[config.mk]
export PLATFORM = sky130hd
export DESIGN_NAME = ca_parity_alert
export DESIGN_NICKNAME = d
export VERILOG_FILES = /design/src/hdl/ca_parity_alert_pkg.sv /design/src/hdl/ca_parity_alert.sv
export SDC_FILE = /design/constraint.sdc
export NUM_CORES = 1
export LEC_CHECK = 0
export ABC_AREA = 1
export ABC_CLOCK_PERIOD_IN_PS = 2200
export BUFFER_PORTS_ARGS = -buffer_cell sky130_fd_sc_hd__buf_2
export CAP_MARGIN = 20
export CORE_MARGIN = 2
export CORE_UTILIZATION = 47
export DETAILED_ROUTE_END_ITERATION = 6
export GPL_ROUTABILITY_DRIVEN = 0
export GPL_TIMING_DRIVEN = 1
export HOLD_SLACK_MARGIN = 0.08
export MAX_ROUTING_LAYER = met4
export PLACE_DENSITY_LB_ADDON = 0.25
export SYNTH_ARGS = -nofsm -noshare
export SYNTH_HDL_FRONTEND = slang
export SYNTH_SLANG_ARGS = --single-unit
[constraint.sdc]
create_clock -name pclk -period 2.2 [get_ports pclk]
set_clock_uncertainty 0.1 [all_clocks]
set_input_delay 0.55 -clock pclk [delete_from_list [all_inputs] [get_ports pclk]]
set_output_delay 0.55 -clock pclk [all_outputs]
set_load 0.05 [all_outputs]
[src/hdl/ca_parity_alert_pkg.sv]
// constants for the command/address parity and alert block
// assumes one 50 MHz clock (pclk) and an apb master for the registers
package ca_parity_alert_pkg;
   localparam int CLK_MHZ = 50;
   // register byte addresses
   localparam logic [11:0] ADDR_CTRL = 12'h000;
   localparam logic [11:0] ADDR_STATUS = 12'h004;
   localparam logic [11:0] ADDR_MASK = 12'h008;
   localparam logic [11:0] ADDR_INFO = 12'h00c;
   // control field positions
   localparam int CTRL_PL_LSB = 0;
   localparam int CTRL_PL_W = 3;
   localparam int CTRL_CRC_EN = 3;
   localparam logic [2:0] PL_DISABLED = 3'h0;
   // status / mask bit positions
   localparam int ST_CRC = 0;
   localparam int ST_PAR = 1;
   localparam int ST_W = 2;
   // info register bit positions
   localparam int INFO_ALERT = 0;
   localparam int INFO_TEST = 1;
   localparam int INFO_BUSY = 2;
   // alert pulse and recovery lengths in ns, with derived cycle counts
   localparam int CRC_PULSE_NS = 200;
   localparam int PAR_HOLD_NS = 2000;
   localparam int CRC_PULSE_CYC = (CRC_PULSE_NS * CLK_MHZ) / 1000;
   localparam int PAR_HOLD_CYC = (PAR_HOLD_NS * CLK_MHZ) / 1000;
   localparam int CNT_W = 8;
   localparam logic [CNT_W-1:0] CNT_ONE = 8'h01;
   localparam logic [CNT_W-1:0] CRC_PULSE_CNT = CNT_W'(CRC_PULSE_CYC);
   localparam logic [CNT_W-1:0] PAR_HOLD_CNT = CNT_W'(PAR_HOLD_CYC);
   // alert state machine, one-hot
   typedef enum logic [2:0] {
      AL_IDLE = 3'b001,
      AL_CRC = 3'b010,
      AL_PAR = 3'b100
   } alert_e;
endpackage

[src/hdl/ca_parity_alert.sv]
// command/address parity check and shared alert output
// assumes a controller drives cs/ca/par on pclk and a crc checker gives error pulses
// Behaviour
// - parity is checked only when the parity latency field is non-zero.
// - parity covers act, ras/a16, cas/a15, we/a14, bg, ba, a17-a0 and c0-c2, even.
// - only cycles with chip select sampled low are checked.
// - a write crc error drives alert low for a fixed pulse then releases it.
// - a parity error holds alert low until the recovery period ends.
// - in connectivity test mode the alert pin is an input, never driven.
// - connectivity test mode is entered while the test enable input is high.
// - the test enable input is ignored unless the test feature parameter is set.
// - after reset the parity latency field is zero, parity disabled.
// - crc checking is enabled by a control bit; the crc itself is external.
//
// Chosen here: the APB slave port and the register offsets.
module ca_parity_alert
   import ca_parity_alert_pkg::*;
#(
   parameter bit HAS_TEST = 1'b1
) (
   input wire logic pclk,
   input wire logic presetn,
   input wire logic psel,
   input wire logic penable,
   input wire logic pwrite,
   input wire logic [11:0] paddr,
   input wire logic [31:0] pwdata,
   output logic [31:0] prdata,
   output logic pready,
   output logic pslverr,
   input wire logic cs_n,
   input wire logic act_n,
   input wire logic [17:0] addr,
   input wire logic [1:0] bg,
   input wire logic [1:0] ba,
   input wire logic [2:0] cid,
   input wire logic par,
   input wire logic crc_error,
   input wire logic test_en,
   input wire logic alert_n_in,
   output logic alert_n_out,
   output logic alert_n_oe_n,
   output logic alert_test_in,
   output logic irq
);

   // register state
   logic [CTRL_PL_W-1:0] par_latency;
   logic crc_enable;
   logic [ST_W-1:0] status;
   logic [ST_W-1:0] mask;
   alert_e state;
   alert_e next_state;
   logic [CNT_W-1:0] count;
   logic [CNT_W-1:0] next_count;
   logic [2:0] ten_sync;
   logic test_mode;
   logic [2:0] al_sync;

   // apb decode; always ready, unmapped addresses answer with an error
   wire apb_access = psel && penable;
   wire wr_ctrl = apb_access && pwrite && (paddr == ADDR_CTRL);
   wire wr_status = apb_access && pwrite && (paddr == ADDR_STATUS);
   wire wr_mask = apb_access && pwrite && (paddr == ADDR_MASK);
   wire mapped = (paddr == ADDR_CTRL) || (paddr == ADDR_STATUS) ||
                 (paddr == ADDR_MASK) || (paddr == ADDR_INFO);
   assign pready = 1'b1;
   assign pslverr = apb_access && !mapped;

   // even parity over every covered line including par itself
   wire ca_parity_odd = ^{act_n, addr, bg, ba, cid, par};
   wire par_enabled = (par_latency != PL_DISABLED);
   wire par_error = par_enabled && !cs_n && ca_parity_odd;
   // crc error ignored while crc is off
   wire crc_event = crc_enable && crc_error;
   wire [ST_W-1:0] events = {par_error, crc_event};

   // control register; latency field resets to zero
   always_ff @(posedge pclk or negedge presetn) begin
      if (!presetn) begin
         par_latency <= PL_DISABLED;
         crc_enable <= 1'b0;
         mask <= '0;
      end else begin
         if (wr_ctrl) begin
            par_latency <= pwdata[CTRL_PL_LSB +: CTRL_PL_W];
            crc_enable <= pwdata[CTRL_CRC_EN];
         end
         if (wr_mask) begin
            mask <= pwdata[ST_W-1:0];
         end
      end
   end

   // sticky status, write one to clear; a new event wins over the clear
   always_ff @(posedge pclk or negedge presetn) begin
      if (!presetn) begin
         status <= '0;
      end else begin
         status <= (status & ~(wr_status ? pwdata[ST_W-1:0] : '0)) | events;
      end
   end

   assign irq = |(status & mask);

   // test enable from a pin: three flops, change taken when last two agree
   always_ff @(posedge pclk or negedge presetn) begin
      if (!presetn) begin
         ten_sync <= '0;
         test_mode <= 1'b0;
         al_sync <= 3'b111;
      end else begin
         ten_sync <= {ten_sync[1:0], test_en && HAS_TEST};
         if (ten_sync[1] == ten_sync[2]) begin
            test_mode <= ten_sync[2];
         end
         al_sync <= {al_sync[1:0], alert_n_in};
      end
   end

   // alert sequencer; parity recovery outranks a crc pulse
   always_comb begin
      next_state = state;
      next_count = count;
      case (state)
         AL_IDLE: begin
            if (par_error) begin
               next_state = AL_PAR;
               next_count = PAR_HOLD_CNT;
            end else if (crc_event) begin
               next_state = AL_CRC;
               next_count = CRC_PULSE_CNT;
            end
         end
         AL_CRC: begin
            if (par_error) begin
               next_state = AL_PAR;
               next_count = PAR_HOLD_CNT;
            end else if (count == CNT_ONE) begin
               next_state = AL_IDLE;
            end else begin
               next_count = count - CNT_ONE;
            end
         end
         AL_PAR: begin
            // errors during recovery just extend nothing; alert stays low
            if (count == CNT_ONE) begin
               next_state = AL_IDLE;
            end else begin
               next_count = count - CNT_ONE;
            end
         end
         default: begin
            next_state = AL_IDLE;
            next_count = '0;
         end
      endcase
   end

   always_ff @(posedge pclk or negedge presetn) begin
      if (!presetn) begin
         state <= AL_IDLE;
         count <= '0;
      end else begin
         state <= next_state;
         count <= next_count;
      end
   end

   // pin drive: low only while an error is pending and not in test mode
   wire alert_active = (state != AL_IDLE);
   assign alert_n_out = 1'b0;
   assign alert_n_oe_n = !(alert_active && !test_mode);
   assign alert_test_in = test_mode && !al_sync[2];

   // read mux
   wire [31:0] info = {29'h0, alert_active, test_mode, alert_active && !test_mode};
   always_ff @(posedge pclk or negedge presetn) begin
      if (!presetn) begin
         prdata <= '0;
      end else if (psel && !penable && !pwrite) begin
         case (paddr)
            ADDR_CTRL: prdata <= {28'h0, crc_enable, par_latency};
            ADDR_STATUS: prdata <= {30'h0, status};
            ADDR_MASK: prdata <= {30'h0, mask};
            ADDR_INFO: prdata <= info;
            default: prdata <= '0;
         endcase
      end
   end

   // run-length counters for the alert checks; the parity hold is too long to unroll
   logic [CNT_W-1:0] par_run;
   logic [CNT_W-1:0] crc_run;
   always_ff @(posedge pclk or negedge presetn) begin
      if (!presetn) begin
         par_run <= '0;
         crc_run <= '0;
      end else begin
         par_run <= (state == AL_PAR) ? par_run + CNT_ONE : '0;
         crc_run <= (state == AL_CRC) ? crc_run + CNT_ONE : '0;
      end
   end

   // assertions
   property p_no_check_disabled;
      @(posedge pclk) disable iff (!presetn) (par_latency == PL_DISABLED) |-> !par_error;
   endproperty
   a_no_check_disabled: assert property (p_no_check_disabled) else $error("parity checked while off");

   property p_desel;
      @(posedge pclk) disable iff (!presetn) cs_n |-> !par_error;
   endproperty
   a_desel: assert property (p_desel) else $error("deselected cycle checked");
   property p_par_flag;
      @(posedge pclk) disable iff (!presetn) par_error |=> status[ST_PAR];
   endproperty
   a_par_flag: assert property (p_par_flag) else $error("parity flag lost");
   property p_crc_low;
      @(posedge pclk) disable iff (!presetn)
         (state == AL_IDLE && crc_event && !par_error && !test_mode) |=> (!alert_n_oe_n)[*4];
   endproperty
   a_crc_low: assert property (p_crc_low) else $error("crc pulse too short");
   property p_par_low;
      @(posedge pclk) disable iff (!presetn)
         (state == AL_IDLE && par_error) |=> (state == AL_PAR)[*8];
   endproperty
   a_par_low: assert property (p_par_low) else $error("parity hold too short");
   property p_test_release;
      @(posedge pclk) disable iff (!presetn) test_mode |-> alert_n_oe_n;
   endproperty
   a_test_release: assert property (p_test_release) else $error("alert driven in test");
   property p_idle_release;
      @(posedge pclk) disable iff (!presetn) (state == AL_IDLE) |-> alert_n_oe_n;
   endproperty
   a_idle_release: assert property (p_idle_release) else $error("alert low when idle");
   property p_crc_end;
      @(posedge pclk) disable iff (!presetn)
         (state == AL_CRC && count == CNT_ONE && !par_error) |=> (state == AL_IDLE);
   endproperty
   a_crc_end: assert property (p_crc_end) else $error("crc pulse not released");

   // crc event must leave a sticky flag behind
   property p_crc_flag;
      @(posedge pclk) disable iff (!presetn) crc_event |=> status[ST_CRC];
   endproperty
   a_crc_flag: assert property (p_crc_flag) else $error("crc flag lost");

   // whole parity hold, counted outside the property
   property p_par_hold_len;
      @(posedge pclk) disable iff (!presetn)
         (state == AL_PAR && next_state == AL_IDLE) |-> (par_run == PAR_HOLD_CNT - CNT_ONE);
   endproperty
   a_par_hold_len: assert property (p_par_hold_len) else $error("parity hold length");

   // whole crc pulse; a pulse cut by a parity error never reaches idle from here
   property p_crc_pulse_len;
      @(posedge pclk) disable iff (!presetn)
         (state == AL_CRC && next_state == AL_IDLE) |-> (crc_run == CRC_PULSE_CNT - CNT_ONE);
   endproperty
   a_crc_pulse_len: assert property (p_crc_pulse_len) else $error("crc pulse length");

   // an odd selected word must be flagged when checking is on
   property p_odd_detect;
      @(posedge pclk) disable iff (!presetn)
         (par_enabled && !cs_n && ca_parity_odd) |-> par_error;
   endproperty
   a_odd_detect: assert property (p_odd_detect) else $error("odd parity missed");

   // an even word is never an error
   property p_even_clean;
      @(posedge pclk) disable iff (!presetn) !ca_parity_odd |-> !par_error;
   endproperty
   a_even_clean: assert property (p_even_clean) else $error("even parity flagged");

   // latency field held at off while reset is applied
   property p_reset_latency;
      @(posedge pclk) !presetn |-> (par_latency == PL_DISABLED);
   endproperty
   a_reset_latency: assert property (p_reset_latency) else $error("latency not cleared");

   // parity error outside test mode pulls the pin at the next edge
   property p_par_enter;
      @(posedge pclk) disable iff (!presetn) (par_error && !test_mode) |=> !alert_n_oe_n;
   endproperty
   a_par_enter: assert property (p_par_enter) else $error("parity alert not driven");

   // crc input is ignored while crc checking is off
   property p_crc_off;
      @(posedge pclk) disable iff (!presetn) !crc_enable |-> !crc_event;
   endproperty
   a_crc_off: assert property (p_crc_off) else $error("crc taken while off");

   // parity recovery takes over a running crc pulse
   property p_par_outranks;
      @(posedge pclk) disable iff (!presetn) (state == AL_CRC && par_error) |=> (state == AL_PAR);
   endproperty
   a_par_outranks: assert property (p_par_outranks) else $error("parity lost in crc pulse");

   // recovery ends when the count runs out
   property p_par_end;
      @(posedge pclk) disable iff (!presetn)
         (state == AL_PAR && count == CNT_ONE) |=> (state == AL_IDLE);
   endproperty
   a_par_end: assert property (p_par_end) else $error("parity hold not released");

   // sequencer state stays one-hot
   property p_onehot;
      @(posedge pclk) disable iff (!presetn) $onehot(state);
   endproperty
   a_onehot: assert property (p_onehot) else $error("alert state not one-hot");

   // pin input only reported in test mode
   property p_test_in_quiet;
      @(posedge pclk) disable iff (!presetn) !test_mode |-> !alert_test_in;
   endproperty
   a_test_in_quiet: assert property (p_test_in_quiet) else $error("test input outside test");

   // without the feature, test mode never comes up
   property p_ten_gate;
      @(posedge pclk) disable iff (!presetn) !HAS_TEST |-> !test_mode;
   endproperty
   a_ten_gate: assert property (p_ten_gate) else $error("test mode without feature");

   // parity flag sticks until software clears it
   property p_sticky;
      @(posedge pclk) disable iff (!presetn) (status[ST_PAR] && !wr_status) |=> status[ST_PAR];
   endproperty
   a_sticky: assert property (p_sticky) else $error("parity flag dropped");

   // unmapped access answers with an error
   property p_unmapped;
      @(posedge pclk) disable iff (!presetn) (apb_access && !mapped) |-> pslverr;
   endproperty
   a_unmapped: assert property (p_unmapped) else $error("unmapped access accepted");

   // no flag means no interrupt
   property p_irq_quiet;
      @(posedge pclk) disable iff (!presetn) (status == '0) |-> !irq;
   endproperty
   a_irq_quiet: assert property (p_irq_quiet) else $error("interrupt without flag");

   // main scenarios
   c_par: cover property (@(posedge pclk) disable iff (!presetn) par_error);
   c_par_in_crc: cover property (@(posedge pclk) disable iff (!presetn)
      state == AL_CRC && par_error);
   c_crc: cover property (@(posedge pclk) disable iff (!presetn) crc_event);
   c_test: cover property (@(posedge pclk) disable iff (!presetn) test_mode);
endmodule

After elaboration in Yosys (flattened, before gate mapping)
Cells that the tools add are included.

storage, ports and cells
  bits of input ports = 80
  word-level logic and storage cells = 64
  flip-flop bits (word level) = 58
  output and inout port bits = 38

cells by class
  reduce and logical (&&, ||, !) cells = 27
  equal/unequal tests = 10
  $add $sub $neg = 1
  muxes and demuxes = 12
  bitwise gates (word level) = 4

operator list
  cell                   count
  $mux W8                4
  $reduce_xor A27 Y1     1
  $eq A12 B4 Y1 const B  2
  $pmux W8 S3            1
  $pmux W4 S4            1
  $logic_and A1 B1 Y1    13
  $eq A12 B3 Y1 const B  1
  $logic_not A12 Y1      1
  $mux W3                4
  $pmux W3 S3            1
  $eq A8 B1 Y1 const B   1
  $sub A8 B1 Y8 const B  1
  $logic_not A1 Y1       7
  $and A2 B2 Y2          2
  $eq A3 B1 Y1 const B   1
  $eq A3 B2 Y1 const B   1
  $eq A3 B3 Y1 const B   1
  $logic_or A1 B1 Y1     3
  $ne A3 B1 Y1 const B   1
  $ne A3 B3 Y1 const B   1
  $reduce_bool A3 Y1     1
  $mux W2                1
  $not A2 Y2             1
  $or A2 B2 Y2           1
  2 further kinds        2

Longest topological paths before layout
  depth in word-level cells = 7
  gate-level depth with buffers = 16
  gate-level depth less buffers = 16

Worst setup path after synthesis
Ideal clock, no wire load.

  kind = in2out
  start = input port paddr[7]
  end = output port pslverr
  arrival time = 1.486 ns
  buffers on the path = 0
  slack = 0.064 ns
  required time = 1.550 ns
  cell stages on the path = 4
  cell sequence = nor2_1 -> nand2_1 -> nor2_2 -> a21oi_1

between the ends
  cells in the longest elaborated chain, start to end = 6
  elaborated cells on any way between the ends = 9
  those cells by class = eq/ne: 3; reduce/logical: 6

RTL lines
  what                                                       RTL line               RTL
  start: declaration                                         ca_parity_alert.sv:26  input wire logic [11:0] paddr,
  $eq A12 B3 Y1 / $logic_not A12 Y1 (equally long branches)  ca_parity_alert.sv:65  wire mapped = (paddr == ADDR_CTRL) || (paddr == ADDR_STATUS) ||
  $logic_or A1 B1 Y1 (2 in a row)                            ca_parity_alert.sv:65
  $logic_or A1 B1 Y1 (*)                                     ca_parity_alert.sv:66  (paddr == ADDR_MASK) || (paddr == ADDR_INFO);
  $logic_not A1 Y1 (*)                                       ca_parity_alert.sv:68  assign pslverr = apb_access && !mapped;
  $logic_and A1 B1 Y1 (*)                                    ca_parity_alert.sv:68
  end: declaration                                           ca_parity_alert.sv:30  output logic pslverr,

Every way passes the cells marked *; elsewhere a longest branch is shown, timed or not.

Worst setup path after layout
  start = register state[0]
  end = output port alert_n_oe_n

between the ends
  cells in the longest elaborated chain, start to end = 3

RTL lines
  what                      RTL line                RTL
  start: declaration        ca_parity_alert.sv:52   alert_e state;
  start signal: assignment  ca_parity_alert.sv:165  state <= next_state;
  $ne A3 B1 Y1              ca_parity_alert.sv:171  wire alert_active = (state != AL_IDLE);
  $logic_and A1 B1 Y1       ca_parity_alert.sv:173  assign alert_n_oe_n = !(alert_active && !test_mode);
  $logic_not A1 Y1          ca_parity_alert.sv:173
  end: declaration          ca_parity_alert.sv:42   output logic alert_n_oe_n,

No other way between the ends.

==> results.md <==
* Post-Place Cells at 524
* Largest net degree at the start of global routing at 31
* Die Area at 5770 sq um
* Final setup viols at 0
* Main synth FF type: dfrtp_1
* Outcome: finished clean
* Core Region at around 5000 sq um
* Clock root cell: clkbuf_8
* Netlist cell types at 31
* Post-CTS Setup Bufs at 0
* Area share of the largest cell type after synthesis at 0.267
* Vias per cell at around 4.5
* Worst r2r dst: count[2]
* Share of layout cells above drive strength 1 at 0.184
* H-tree Lvls at 2
* Final Core Density at 0.563
* Detail Route Antenna Nets at 0
* CP startpoint: state[0]
* Cts bufs inserted at 5
* Commonest cells in the synthesized netlist: nand2_1 (169), inv_1 (63), buf_4 (30)
* Vias in the first global route at 2164
* Tmin final at 2.08 ns
* Slew Limit Headroom at 0.579
* Final Hold Viols at 0
* FF-to-FF path depth at 7
* Sw Pwr at 909 uW
* Post-synth top area cell: dfrtp_1
* Clock Pin Slew Worst Setup and Hold Paths at 0.06 ns
* Later-pin clock latency in the skew report at 0.27 ns
* DR pass1 iterations at 4
* ANT cells at 0
* Fraction of registers with async set/reset at 1.00
* DR iter-0 viols at 74
* # IOs at approximately 120
* Port Buffers at slightly below 60
* Grt ovf at 0
* Flop pwr share at 0.341
* Maximum VDD drop at 0.462 mV
* Internal power at roughly 1.2 mW
* WL/cell at 8.90 um
* R2R Path Start: state[1]
* Hpwl dp at about 3.9 mm
* Worst Hold Class: in2async
* Leakage at 1.74 nW
* Clock buffer depth at 2
* Die height at 76.0 um
* Row cnt at 26
* Final Max Slew Viols at 0
* Drt drc at 0
* Nets at 543
* CTS tree: done
* Most common cell in the netlist: nand2_1
* Via count at 2394
* Worst-margin pin slew at 0.632 ns
* Mapped Area at 2430 sq um
* Comb pwr share at 0.454
* RSZ-0062 raised after global routing: false
* Maxcap violations at 0
* Die width at 76.0 um
* R2R setup slack at 0.51 ns
* Post-synthesis register bit count at 30
* Switching Share at 0.426
* Area growth syn-to-layout at 16.6%
* First-pass GRT wire length at 8.53 mm
* Critical Path AT at roughly 1.4 ns
* Required @ worst endpoint at 1.55 ns
* Non-Filler Instances at 532
* Area contributors post-synth: dfrtp_1 (27%), nand2_1 (26%), inv_1 (9.7%)
* Antenna violations before repair at 0
* Power density over the cells at roughly 750 nW/um^2
* CP max FO at 3
* Clock sinks at 30
* Detailed Route WL at approximately 4.7 mm
* Sequential-to-total area share from yosys stat at 0.311
* Syn Inst Count at 392
* WS Path Type: reg2out
* Clock network fraction of total power at 0.205
* Worst setup SP type: flip-flop
* Initial Util at 0.483
* Setup TNS at 0 ns
* Tot GR Track Use at 0.178
* Mapped Avg Cell Area at 6.21 sq um
* Critical Path End Type: output port
* Post-synth EDFFs at 0
* Fmax at just under 500 MHz
* Final period util at 0.943
* Yosys warning total at 0
flip-flops by register name, indices dropped and copies added (netlist names):
register     count
al_sync          3
count            8
crc_enable       1
mask             2
par_latency      3
prdata           4
state            3
status           2
ten_sync         3
test_mode        1
cells in the final DEF, fill, tap and decap left out, types with 2 or more instances in the layout:
cell / n
nand2_2: 2
nor2_2: 2
buf_2: 58
nand3_4: 2
nand4_1: 4
nor2_1: 19
dfrtp_1: 26
o21ai_0: 17
buf_4: 5
inv_1: 63
nand3_1: 19
ha_1: 2
dfstp_2: 4
conb_1: 30
nor3_1: 5
clkbuf_8: 6
o22ai_1: 3
xor2_1: 5
a21oi_1: 4
nand2_1: 169
layout make-up:
type                            instances  area [sq um]
Multi-Input combinational cell        296          1320
Clock inverter                          1          5.00
Fill cell                             505          2210
Sequential cell                        30           756
Timing Repair Buffer                   64           339
Clock buffer                            7          86.3
Inverter                               64           240
Tap cell                               70          87.6
timing repair:
item	in CTS	in global routing
resized for setup	1	2
hold buffers	0	0
setup endpoints to repair	1	1
logic make-up after synthesis:
family	synth area share
fa+ha+maj	0.0144
mux	0.00463
buf+inv	0.191
simple gates	0.382
xor+xnor	0.0216
compound gates	0.0725
flops	0.311
other cells	0.00309
through the flow:
| stage | setup WS (ns) | instance area [sq um] | hold slack (ns) | total power, mW |
|---|---|---|---|---|
| final | 0.124 | 2840 | 0.190 | 2.13 |
| after global routing | 0.0253 | 2840 | 0.249 | 2.34 |
| after CTS | 0.0347 | 2830 | 0.223 | 2.14 |
| after detailed placement | 0.0876 | 2730 | 0.246 | 1.68 |
| after global placement | 0.130 | 2730 | 0.232 | 1.66 |
| after floorplan | 0.0642 | 2540 | 0.154 | 1.49 |
worst max-delay path by stage:
| stage | endpoint | slack, ns | cells after the start |
|---|---|---|---|
| after floorplan | pslverr | 0.06 | 4 |
| after global placement | count[4] | 0.13 | 17 |
| after detailed placement | count[0] | 0.09 | 17 |
| after CTS | alert_n_oe_n | 0.03 | 5 |
| after global routing | alert_n_oe_n | 0.03 | 5 |
| final | alert_n_oe_n | 0.12 | 5 |
power by group through the flow:
stage	combinational (mW)	clock, mW	sequential (mW)
final	0.969	0.438	0.727
after global placement	0.935	0	0.729
after global routing	1.12	0.480	0.739
after detailed placement	0.954	0	0.730
after floorplan	0.781	0	0.712
after CTS	0.965	0.452	0.724
metal layers:
metal	vias up	share of wire	track usage	wire (um)
met5	-	0	-	0
met4	0	0.0093	0.0400	44
met3	5	0.055	0.0298	261
met2	72	0.49	0.315	2300
met1	1047	0.45	0.212	2130
li1	1270	-	-	-
critical path, stage by stage, from the launching register on:
cell and delay, ns:
dfstp_2 0.55, inv_1 0.06, nor3_2 0.14, inv_1 0.11, nand2_1 0.12, buf_6 0.17
(Power assumes the default switching activity.)
